===== src/sdpin_pkg.sv =====
// Shared constants and types of the SDRAM pin interface.
// Assumes a single 50 MHz clock mclk with synchronous active-high reset.
package sdpin_pkg;

  // Clock rate, and the divide ratio from mclk to the memory clock
  localparam int unsigned SDPIN_MCLK_HZ = 50_000_000;
  localparam int unsigned SDPIN_MCLK_PER_BUS_CLK = 2;
  localparam int unsigned SDPIN_BUS_CLK_HZ = SDPIN_MCLK_HZ / SDPIN_MCLK_PER_BUS_CLK;

  // Pin widths
  localparam int unsigned SDPIN_BLOCKS = 2;
  localparam int unsigned SDPIN_LANES = 4;

  // Values after reset: strobes and selects negated, memory clock enabled
  localparam logic SDPIN_RST_STROBE_N = 1'b1;
  localparam logic SDPIN_RST_WRITE = 1'b0;
  localparam logic SDPIN_RST_CKE = 1'b1;
  localparam logic SDPIN_RST_BUS_CLK = 1'b0;
  localparam logic [SDPIN_BLOCKS-1:0] SDPIN_RST_SELECT_N = 2'h3;
  localparam logic [SDPIN_LANES-1:0] SDPIN_RST_BYTE_STROBE = 4'hF;

  // Commands accepted from the controller core
  typedef enum logic [2:0] {
    SDPIN_OP_NOP = 3'b000,
    SDPIN_OP_ACTIVATE = 3'b001,
    SDPIN_OP_READ = 3'b010,
    SDPIN_OP_WRITE = 3'b011,
    SDPIN_OP_PRECHARGE = 3'b100,
    SDPIN_OP_SUSPEND = 3'b101,
    SDPIN_OP_RESUME = 3'b110
  } sdpin_op_type;

endpackage


===== src/sdpin_addr_mux.sv =====
// Row/column address selector for the multiplexed SDRAM address pins.
// Assumes the caller registers the result before it reaches a pin.
`timescale 1ns/1ps
`default_nettype none
module sdpin_addr_mux #(
  parameter int unsigned ADDR_W = 13
) (
  input wire logic [ADDR_W-1:0] row_addr,
  input wire logic [ADDR_W-1:0] col_addr,
  input wire logic use_col,
  output logic [ADDR_W-1:0] pin_addr
);

  initial begin
    if (ADDR_W < 8 || ADDR_W > 16) begin
      $error("sdpin_addr_mux: ADDR_W out of range");
    end
  end

  // Column phase shares the same pins as the row phase
  assign pin_addr = use_col ? col_addr : row_addr;

endmodule
`default_nettype wire


===== src/sdpin_if.sv =====
// SDRAM pin interface: turns controller commands into registered strobes,
// selects, masks and address, and drives the memory clock out.
// Assumes the controller core sits on mclk and holds a command until taken;
// the memories sample on rising edges of bus_clock_out.
// No protocol timing is kept here; the core spaces its own commands.
`timescale 1ns/1ps
`default_nettype none
module sdpin_if
  import sdpin_pkg::*;
#(
  parameter int unsigned ADDR_W = 13
) (
  input wire logic mclk,
  input wire logic reset,
  // Field of the DRAM control register, held by the register file outside
  input wire logic command_on_clock_enable,
  // Command port from the controller core
  input wire logic cmd_valid,
  output logic cmd_ready,
  input wire logic [2:0] cmd_op,
  input wire logic cmd_block,
  input wire logic [ADDR_W-1:0] cmd_row_addr,
  input wire logic [ADDR_W-1:0] cmd_col_addr,
  input wire logic [SDPIN_LANES-1:0] cmd_byte_enable,
  input wire logic cmd_extra_bit,
  output logic sdram_suspended,
  // SDRAM pins
  output logic bus_clock_out,
  output logic row_strobe_n,
  output logic column_strobe_n,
  output logic dram_read_write,
  output logic [SDPIN_BLOCKS-1:0] sdram_block_select_n,
  output logic sdram_clock_enable,
  output logic [SDPIN_LANES-1:0] byte_strobe,
  output logic [ADDR_W-1:0] sdram_addr
);

  // Elaboration checks: the select decode and the lane masks below are
  // written for two blocks and four lanes, and the divider for two
  initial begin
    if (SDPIN_MCLK_PER_BUS_CLK != 2) begin
      $error("sdpin_if: only a divide-by-two memory clock is served");
    end
    if (SDPIN_BLOCKS != 2) begin
      $error("sdpin_if: the select decode serves exactly two blocks");
    end
    if (SDPIN_LANES != 4) begin
      $error("sdpin_if: the byte strobe path serves exactly four lanes");
    end
    if (ADDR_W < 8 || ADDR_W > 16) begin
      $error("sdpin_if: ADDR_W out of range");
    end
  end

  // Whole state in one record: every pin is a field, so every pin leaves
  // from a flip-flop; suspended is the core's view of a power-down that the
  // clock enable pin may not show in command-bit mode
  typedef struct packed {
    logic bus_clk;
    logic row_n;
    logic col_n;
    logic write;
    logic [SDPIN_BLOCKS-1:0] select_n;
    logic cke;
    logic suspended;
    logic [SDPIN_LANES-1:0] bstrobe;
    logic [ADDR_W-1:0] addr;
  } sdpin_state_type;

  // Registered state and its next value
  sdpin_state_type state_r;
  sdpin_state_type state_nxt;
  sdpin_op_type op;
  logic take;
  logic use_col;
  logic [ADDR_W-1:0] mux_addr;

  // Code 7 is no member of the type; the decode treats it as a no-operation
  assign op = sdpin_op_type'(cmd_op);

  // Pins may only change on the edge where the memory clock falls,
  // so a command is taken once per memory clock period
  // cmd_ready is no combinational output but a plain copy of a flip-flop
  assign cmd_ready = state_r.bus_clk;
  assign take = cmd_valid && cmd_ready;

  // Only the column commands put the column on the pins
  // column address path
  assign use_col = (op == SDPIN_OP_READ) || (op == SDPIN_OP_WRITE);

  // Address selector; its output is registered below, never driven out raw
  sdpin_addr_mux #(
    .ADDR_W(ADDR_W)
  ) u_addr_mux (
    .row_addr(cmd_row_addr),
    .col_addr(cmd_col_addr),
    .use_col(use_col),
    .pin_addr(mux_addr)
  );

  // Next state: clock divider plus the command decode
  always_comb begin
    state_nxt = state_r;
    state_nxt.bus_clk = ~state_r.bus_clk;
    // Pins change only where the memory clock falls, which leaves them a
    // full mclk period to settle before the memory samples on the rise
    if (state_r.bus_clk) begin
      // Default to a deselected no-operation for this memory cycle
      state_nxt.row_n = 1'b1;
      state_nxt.col_n = 1'b1;
      state_nxt.write = 1'b0;
      state_nxt.select_n = SDPIN_RST_SELECT_N;
      state_nxt.bstrobe = SDPIN_RST_BYTE_STROBE;
      if (take) begin
        state_nxt.select_n = cmd_block ? 2'h1 : 2'h2;
        // Address loads on every take; it is ignored while no strobe is low
        state_nxt.addr = mux_addr;
        // Refresh and mode-register loads are not offered here: both strobe
        // the column with no column address on the pins
        unique case (op)
          SDPIN_OP_NOP: begin
            state_nxt.select_n = SDPIN_RST_SELECT_N;
          end
          SDPIN_OP_ACTIVATE: begin
            state_nxt.row_n = 1'b0;
          end
          SDPIN_OP_READ: begin
            // Column address with the write line low reads
            // lane masks on read
            state_nxt.col_n = 1'b0;
            state_nxt.bstrobe = ~cmd_byte_enable;
          end
          SDPIN_OP_WRITE: begin
            state_nxt.col_n = 1'b0;
            state_nxt.write = 1'b1;
            state_nxt.bstrobe = ~cmd_byte_enable;
          end
          SDPIN_OP_PRECHARGE: begin
            // The write line is part of the precharge command code
            // row address held on pins
            state_nxt.row_n = 1'b0;
            state_nxt.write = 1'b1;
          end
          SDPIN_OP_SUSPEND: begin
            // No block selected: power-down entry is the clock enable alone
            state_nxt.select_n = SDPIN_RST_SELECT_N;
            state_nxt.suspended = 1'b1;
          end
          SDPIN_OP_RESUME: begin
            // Normal mode lifts the clock enable again in this same slot
            state_nxt.select_n = SDPIN_RST_SELECT_N;
            state_nxt.suspended = 1'b0;
          end
          default: begin
            // Unused code behaves as a no-operation
            state_nxt.select_n = SDPIN_RST_SELECT_N;
          end
        endcase
      end

      // The mode bit is sampled only in ready slots, so a change in mid-cycle
      // never shortens a clock enable level below one memory clock
      // clock enable mode select
      if (command_on_clock_enable) begin
        state_nxt.cke = take ? cmd_extra_bit : 1'b1;
      end else begin
        state_nxt.cke = ~state_nxt.suspended;
      end
    end
  end

  // State register; reset leaves the memories deselected and clocked.
  // Reset is synchronous and loads constants only, so the pins come out
  // of reset at a defined level right after the first mclk edge that samples it
  always_ff @(posedge mclk) begin
    if (reset) begin
      state_r.bus_clk <= SDPIN_RST_BUS_CLK;
      state_r.row_n <= SDPIN_RST_STROBE_N;
      state_r.col_n <= SDPIN_RST_STROBE_N;
      state_r.write <= SDPIN_RST_WRITE;
      state_r.select_n <= SDPIN_RST_SELECT_N;
      state_r.cke <= SDPIN_RST_CKE;
      state_r.suspended <= 1'b0;
      state_r.bstrobe <= SDPIN_RST_BYTE_STROBE;
      state_r.addr <= '0;
    end else begin
      state_r <= state_nxt;
    end
  end

  // No gate between flip-flop and pin: output timing is clock-to-out alone,
  // and the pins cannot glitch between memory clock edges
  // all pins from flip-flops
  assign bus_clock_out = state_r.bus_clk;
  assign row_strobe_n = state_r.row_n;
  assign column_strobe_n = state_r.col_n;
  assign dram_read_write = state_r.write;
  assign sdram_block_select_n = state_r.select_n;
  assign sdram_clock_enable = state_r.cke;
  assign byte_strobe = state_r.bstrobe;
  assign sdram_addr = state_r.addr;
  assign sdram_suspended = state_r.suspended;

endmodule
`default_nettype wire


===== config.mk =====
export PLATFORM = sky130hd
export DESIGN_NAME = sdpin_if
export DESIGN_NICKNAME = d
export VERILOG_FILES = /design/src/sdpin_pkg.sv /design/src/sdpin_addr_mux.sv /design/src/sdpin_if.sv
export SDC_FILE = /design/constraint.sdc
export NUM_CORES = 1
export LEC_CHECK = 0
export BUFFER_PORTS_ARGS = -buffer_cell sky130_fd_sc_hd__buf_2
export CAP_MARGIN = 0
export CORE_ASPECT_RATIO = 0.8
export CORE_MARGIN = 4
export CORE_UTILIZATION = 45
export CTS_CLUSTER_DIAMETER = 200
export DETAILED_ROUTE_END_ITERATION = 16
export PLACE_DENSITY = 0.92
export SLEW_MARGIN = 10
export SYNTH_ARGS = -nofsm -noshare
export SYNTH_HDL_FRONTEND = slang
export SYNTH_SLANG_ARGS = --single-unit

===== constraint.sdc =====
create_clock -name mclk -period 2.5 [get_ports mclk]
set_input_delay 0.5 -clock mclk [delete_from_list [all_inputs] [get_ports mclk]]
set_output_delay 0.5 -clock mclk [all_outputs]
set_load 0.1 [all_outputs]

==> results by group, run 1 <==
Clock tree
  – H-tree depth: 1
  – TritonCTS clock tree: yes
  – Setup bufs post-CTS: 0
  – CTS Hold Bufs: 0
  – Max Root-Sink Buffers: 2
  – Total CTS buffers: 3
  – Later-pin clock latency in the skew report: 0.31 ns
  – Reg clk slew, reported paths: 0.13 ns
  – CTS root buf: clkbuf_4
  – Cts repair resizes: 0
  – Clock tree sinks: 25

Die
  – Die H: 51.9 um
  – Top Ports: 65
  – Die Wd: 62.9 um
  – Starting Density: 0.486
  – Die area: 3270 sq um
  – Core ar.: 2230 sq um
  – Row cnt: 15

Pwr
  – Seq pwr share: 0.493
  – Power per Cell Area: 626 nW/um^2
  – Net Sw Frac: 0.377
  – VDD IR-drop max: 0.000427 V
  – Clock Power Share: 0.199
  – Sw power: 0.327 mW
  – Combinational power share: 0.308
  – Total power: 0.868 mW
  – Pint: 0.541 mW
  – P_leak: 0.683 nW

Yosys
  – Xor and xnor area share after synthesis: 0.0161
  – Synth Area in Compound Gates: 0.187
  – Synthesized flop and latch total: 25
  – Adder-cell share of the synthesized area: 0
  – Seq/Total Area, Yosys: 0.461
  – Mapped cell area: 1080 sq um
  – Synth top area cells: dfxtp_1 (46%), mux2i_1 (12%), a211oi_1 (10%)
  – Syn_area_per_cell: 9.52 sq um
  – Yosys warnings: 0
  – Unique masters post-synth: 25
  – Syn Inst Count: 114
  – Post-synth top area share: 0.461
  – Simple-gate share of the synthesized area: 0.127
  – Cell accounting for the most synthesized area: dfxtp_1
  – Syn Nets: 153
  – Largest family of logic cells by synthesized area: compound AO/OA/AOI/OAI gates
  – Post-synthesis mux area share: 0.120

Global route
  – Vias in the first global route: 908
  – Tot GR Track Use: 0.151
  – Global-route wire length before repair: 3.86 mm
  – Total overflow reported by the global router: 0
  – Initial antenna violation count: 0
  – Largest net degree at the start of global routing: 20

STA
  – Hold Vio Cnt, Final: 0
  – RSZ-0062 raised after global routing: no
  – Final Max Slew Viols: 0
  – Fin crit share: 0.707
  – Period minus WS final: 1.77 ns
  – Max Freq: 566 MHz
  – Setup-failing EPs final: 0
  – Setup TNS: 0 ns
  – Post-Route Skew: 0.00239 ns
  – Worst slew margin: 0.657
  – Worst-margin pin slew: 0.515 ns

Routing
  – Via count: 1002
  – Routed wire length: 2.50 mm
  – Via/cell ratio: 5.06
  – Drt wl/cell: 12.6 um
  – Remaining DRCs: 0
  – DRT iter0 DRCs: 53
  – Antenna-violating nets left: 0
  – Drt pass-1 iters: 4

Min path
  – Hold_sp: cmd_byte_enable[2]
  – Class of the worst hold path: in2reg
  – WHS Endpoint: byte_strobe[2]
  – Hold path depth: 2

Critical path
  – Slowest CP cell: dfxtp_1
  – Required time of the critical path: 2.00 ns
  – CP top delay family: flip-flops
  – WS Path Type: reg2out
  – Crit path largest cell delay: 0.48 ns
  – Reg2reg setup slack: 0.85 ns
  – Worst-case reg-to-reg path depth: 4
  – Worst EP arrival: 1.27 ns
  – Crit end category: output pin
  – RR Endpoint: byte_strobe[3]
  – Crit path launch type: flop
  – Critical Path, Cell by Cell: buf_2
  – Reg2Reg Launch Point: bus_clock_out
  – Worst-path fanout max: 9
  – Crit path buf inv count: 1

Final layout
  – Inserted Diodes: 0
  – Fin util: 0.621
  – Most frequent cells in the layout: buf_2 (64), dfxtp_1 (25), nor2_1 (21), a211oi_1 (15), mux2i_1 (13)
  – Fraction of layout cells with a size suffix above 1: 0.410
  – Post-layout net count: 213
  – Area growth from synthesis to layout: 27.8%
  – Most common cell after layout, fill and taps aside: buf_2

Placed design
  – Gpl congestion: 0.735
  – Port Buffer Count: 64
  – Detailed placement HPWL: 1.98 mm

Job
  – Max_cap viols: 0

Outcome
  – Status: finished, final reports clean
[worst max-delay path by stage]
| stage | from | end | slack [ns] | cells after the start |
|---|---|---|---|---|
| final | bus_clock_out | bus_clock_out | 0.73 | 1 |
| after global routing | bus_clock_out | bus_clock_out | 0.62 | 1 |
| after CTS | bus_clock_out | bus_clock_out | 0.72 | 1 |
| after detailed placement | cmd_valid | byte_strobe[3] | 0.74 | 5 |
| after global placement | cmd_valid | row_strobe_n | 0.87 | 4 |
| after floorplan | bus_clock_out | cmd_ready | 0.54 | 1 |
[Yosys cell counts]
| library cell | count |
|---|---|
| dfxtp_1 | 25 |
| nor2_1 | 21 |
| a211oi_1 | 15 |
| mux2i_1 | 13 |
| a21oi_1 | 5 |
| nand2_1 | 4 |
| buf_2 | 3 |
| buf_4 | 3 |
| a31oi_1 | 2 |
| buf_12 | 2 |
| clkbuf_1 | 2 |
| inv_1 | 2 |
| nand2b_1 | 2 |
| o21ai_0 | 2 |
| o21ai_1 | 2 |
| xnor2_1 | 2 |
| a22oi_1 | 1 |
| and2_1 | 1 |
| inv_2 | 1 |
| nand2b_4 | 1 |
| nand3_1 | 1 |
| o22a_1 | 1 |
| o22ai_1 | 1 |
| o32a_1 | 1 |
| or2_1 | 1 |
[logic make-up (layout without fill, tap and decap cells)]
kind of cell | Yosys count | in the layout
compound gates | 30 | 30
xor+xnor | 2 | 2
buf+inv | 13 | 72
flops | 25 | 25
mux | 13 | 13
simple gates | 31 | 31
[layer usage]
metal,global-route usage,vias to the layer above,routed length (um),part of all wire
met5,0,-,0,0
met4,0.0330,0,14,0.0056
met3,0.0562,2,212,0.085
met2,0.271,44,1210,0.48
met1,0.173,438,1060,0.43
li1,-,518,-,-
[per-stage QoR]
stage / setup slack (ns) / cell area [sq um] / cells / hold slack, ns
after floorplan: 0.542 / 1080 / 114 / 0.591
after global placement: 0.869 / 1360 / 194 / 0.447
after detailed placement: 0.742 / 1360 / 194 / 0.451
after CTS: 0.721 / 1390 / 198 / 0.325
after global routing: 0.622 / 1390 / 198 / 0.313
final: 0.732 / 1390 / 198 / 0.341
[flip-flops by register name, summed over array words and instances (netlist names), named ones only]
name                  count
bus_clock_out             1
byte_strobe               4
column_strobe_n           1
dram_read_write           1
row_strobe_n              1
sdram_addr               13
sdram_block_select_n      2
sdram_clock_enable        1
[cell type report]
cell class / count / area (sq um)
timing repair buffer: 65 / 328
clock buffer: 3 / 22.5
multi-input combinational: 76 / 488
fill: 188 / 847
inverter: 3 / 11.3
sequential: 25 / 500
tap: 25 / 31.3
clock inverter: 1 / 5.00
[power by group through the flow]
| stage | clock [mW] | sequential (mW) | combinational, mW |
|---|---|---|---|
| after floorplan | 0 | 0.573 | 0.0817 |
| after global placement | 0 | 0.436 | 0.264 |
| after detailed placement | 0 | 0.437 | 0.268 |
| after CTS | 0.183 | 0.429 | 0.268 |
| after global routing | 0.202 | 0.431 | 0.281 |
| final | 0.173 | 0.428 | 0.267 |
No activity file was read; power rests on OpenSTA's default activity.
==> run 2: changes to the inputs <==
--- a/config.mk
+++ b/config.mk
@@ -5,14 +5,15 @@
 export SDC_FILE = /design/constraint.sdc
 export NUM_CORES = 1
 export LEC_CHECK = 0
+export ABC_AREA = 1
 export BUFFER_PORTS_ARGS = -buffer_cell sky130_fd_sc_hd__buf_2
 export CAP_MARGIN = 0
 export CORE_ASPECT_RATIO = 0.8
 export CORE_MARGIN = 4
-export CORE_UTILIZATION = 45
+export CORE_UTILIZATION = 42
 export CTS_CLUSTER_DIAMETER = 200
 export DETAILED_ROUTE_END_ITERATION = 16
-export PLACE_DENSITY = 0.92
+export PLACE_DENSITY = 0.87
 export SLEW_MARGIN = 10
 export SYNTH_ARGS = -nofsm -noshare
 export SYNTH_HDL_FRONTEND = slang
==> constraint.sdc (replaced) <==
create_clock -name mclk -period 1.8 [get_ports mclk]
set_input_delay 0.36 -clock mclk [delete_from_list [all_inputs] [get_ports mclk]]
set_output_delay 0.36 -clock mclk [all_outputs]
set_load 0.1 [all_outputs]
==> run 2 against run 1 <==
  * Sequential power up 39%
  * First-iteration DRC count increased by 21%
  * Setup slack worse by 0.47 ns
  * Worst hold slack worse by 0.13 ns
  * Flip-flop and latch count stayed put
  * Sequential share of layout area fell by 1.6 points
  * Non-clock buffer count unchanged
  * Global-route usage grew 0.53 points
  * Clock power increased by 43%
  * Via count grew 18%
  * Die area up 7.0%
  * Critical endpoint unchanged
  * Critical path type unchanged
  * Final cell count increased by 26%
==> results by group, run 2 <==
Routing
  – Drt wl/cell: 10.8 um
  – Via/cell ratio: 4.73
  – DRT iter0 DRCs: 64
  – Via count: 1179
  – Antenna-violating nets left: 0
  – Drt pass-1 iters: 4
  – Remaining DRCs: 0
  – Routed wire length: 2.68 mm

Pwr
  – P_leak: 0.776 nW
  – Power per Cell Area: 830 nW/um^2
  – VDD IR-drop max: 0.000594 V

STA
  – Fin crit share: 0.853
  – Final Max Slew Viols: 0
  – Setup TNS: 0 ns
  – Worst slew margin: 0.674
  – Hold Vio Cnt, Final: 0
  – RSZ-0062 raised after global routing: no
  – Worst-margin pin slew: 0.492 ns
  – Setup-failing EPs final: 0
  – Final WS setup: 0.264 ns
  – Period minus WS final: 1.54 ns
  – Max Freq: 651 MHz
  – Post-Route Skew: 0.00240 ns

Yosys
  – Seq/Total Area, Yosys: 0.457
  – Syn_area_per_cell: 7.30 sq um
  – Unique masters post-synth: 19
  – Top-count cell post-synth: nand2_1
  – Synth cell count leaders: nand2_1 (39), dfxtp_1 (25), inv_1 (18), nor2_1 (15), nand3_1 (11)
  – Synth top area cells: dfxtp_1 (46%), nand2_1 (13%), o211ai_1 (6.9%)
  – EDFF count, synth: 0
  – Cell accounting for the most synthesized area: dfxtp_1
  – Syn Nets: 189
  – Synth async-reset ratio: 0
  – Syn Inst Count: 150
  – Ys flop type: dfxtp_1
  – Yosys warnings: 0
  – Synthesized flop and latch total: 25
  – Mapped cell area: 1090 sq um
  – Post-synth top area share: 0.457

Clock tree
  – Max Root-Sink Buffers: 2
  – CTS Hold Bufs: 0
  – Total CTS buffers: 3
  – Setup bufs post-CTS: 0
  – TritonCTS clock tree: yes
  – Later-pin clock latency in the skew report: 0.31 ns
  – Cts repair resizes: 0
  – Reg clk slew, reported paths: 0.13 ns
  – Clock tree sinks: 25
  – CTS root buf: clkbuf_4
  – H-tree depth: 1

Min path
  – Class of the worst hold path: in2reg
  – Hold_sp: cmd_byte_enable[0]
  – Hold path depth: 2

Final layout
  – Area growth from synthesis to layout: 32.7%
  – Fraction of layout cells with a size suffix above 1: 0.352
  – Most frequent cells in the layout: buf_2 (64), nand2_1 (39), dfxtp_1 (24), inv_1 (18), nor2_1 (15)
  – Multi-input logic area: 469 sq um
  – Fillers: 248
  – Max reg flops: 13
  – Most common cell after layout, fill and taps aside: buf_2
  – Inserted Diodes: 0
  – Post-layout net count: 253
  – Fin util: 0.590
  – Sequential cell area: 502 sq um

Critical path
  – Worst EP arrival: 1.18 ns
  – Crit path launch type: flop
  – Crit path largest cell delay: 0.45 ns
  – Crit end category: output pin
  – Critical Path, Cell by Cell: buf_2
  – Worst-case reg-to-reg path depth: 7
  – Slowest CP cell: buf_2
  – Reg2Reg Launch Point: bus_clock_out
  – Crit path from: bus_clock_out
  – CP Depth: 1
  – Crit path buf inv count: 1
  – CP top delay family: buffers and inverters
  – WS Path Type: reg2out
  – Required time of the critical path: 1.44 ns
  – Worst-path fanout max: 7

Die
  – Starting Density: 0.445
  – Row cnt: 16
  – Die Wd: 65.1 um
  – Die area: 3490 sq um
  – Top Ports: 65
  – Die H: 53.7 um
  – Core ar.: 2460 sq um

Placed design
  – Gpl congestion: 0.770
  – Port Buffer Count: 64
  – Detailed placement HPWL: 2.08 mm
  – DP Worst Slack: 0.408 ns

Global route
  – Initial antenna violation count: 0
  – Vias in the first global route: 969
  – Global-route wire length before repair: 4.28 mm
  – Tot GR Track Use: 0.157
  – Total overflow reported by the global router: 0
  – Largest net degree at the start of global routing: 28

Outcome
  – Status: finished, final reports clean

Job
  – Max_cap viols: 0
## run 2: report_power, final
part / switching, mW / total (mW) / internal (mW) / leakage, nW
logic: 0.286 / 0.364 / 0.0784 / 0.557
clock network: 0.163 / 0.248 / 0.0849 / 0.0139
registers: 0.0146 / 0.594 / 0.579 / 0.205
total: 0.463 / 1.21 / 0.743 / 0.776
## run 2: cells by family after synthesis
logic type / share of synthesized area
simple gates: 0.262
compound gates: 0.167
buf+inv: 0.114
flops: 0.457
## run 2: area by class of cell
class                      instances  share of cell area
sequential                        25               0.345
multi-input combinational         98               0.323
timing repair buffer              65               0.226
inverter                          21              0.0543
tap                               36              0.0310
clock buffer                       3              0.0155
clock inverter                     1             0.00517
## run 2: per-layer routing
metal	wire (um)	vias up	share of wire	GRT usage
li1	-	619	-	-
met1	1240	515	0.46	0.202
met2	1190	43	0.45	0.253
met3	233	2	0.087	0.0605
met4	12	0	0.0045	0.0310
met5	0	-	0	0
## run 2: final timing paths
kind                         to  slack (ns)
min              byte_strobe[0]        0.21
max               bus_clock_out        0.26
min reg2reg      byte_strobe[0]        0.49
max reg2reg  sdram_clock_enable        0.44
## run 2: metrics by stage
step	cells	total power, mW	hold slack (ns)	cell area, sq um
6_report	249	1.21	0.214	1450
2_1_floorplan	150	0.889	0.429	1100
5_1_grt	249	1.27	0.186	1450
3_5_place_dp	245	0.972	0.469	1420
4_1_cts	249	1.22	0.203	1450
3_3_place_gp	245	0.969	0.440	1420
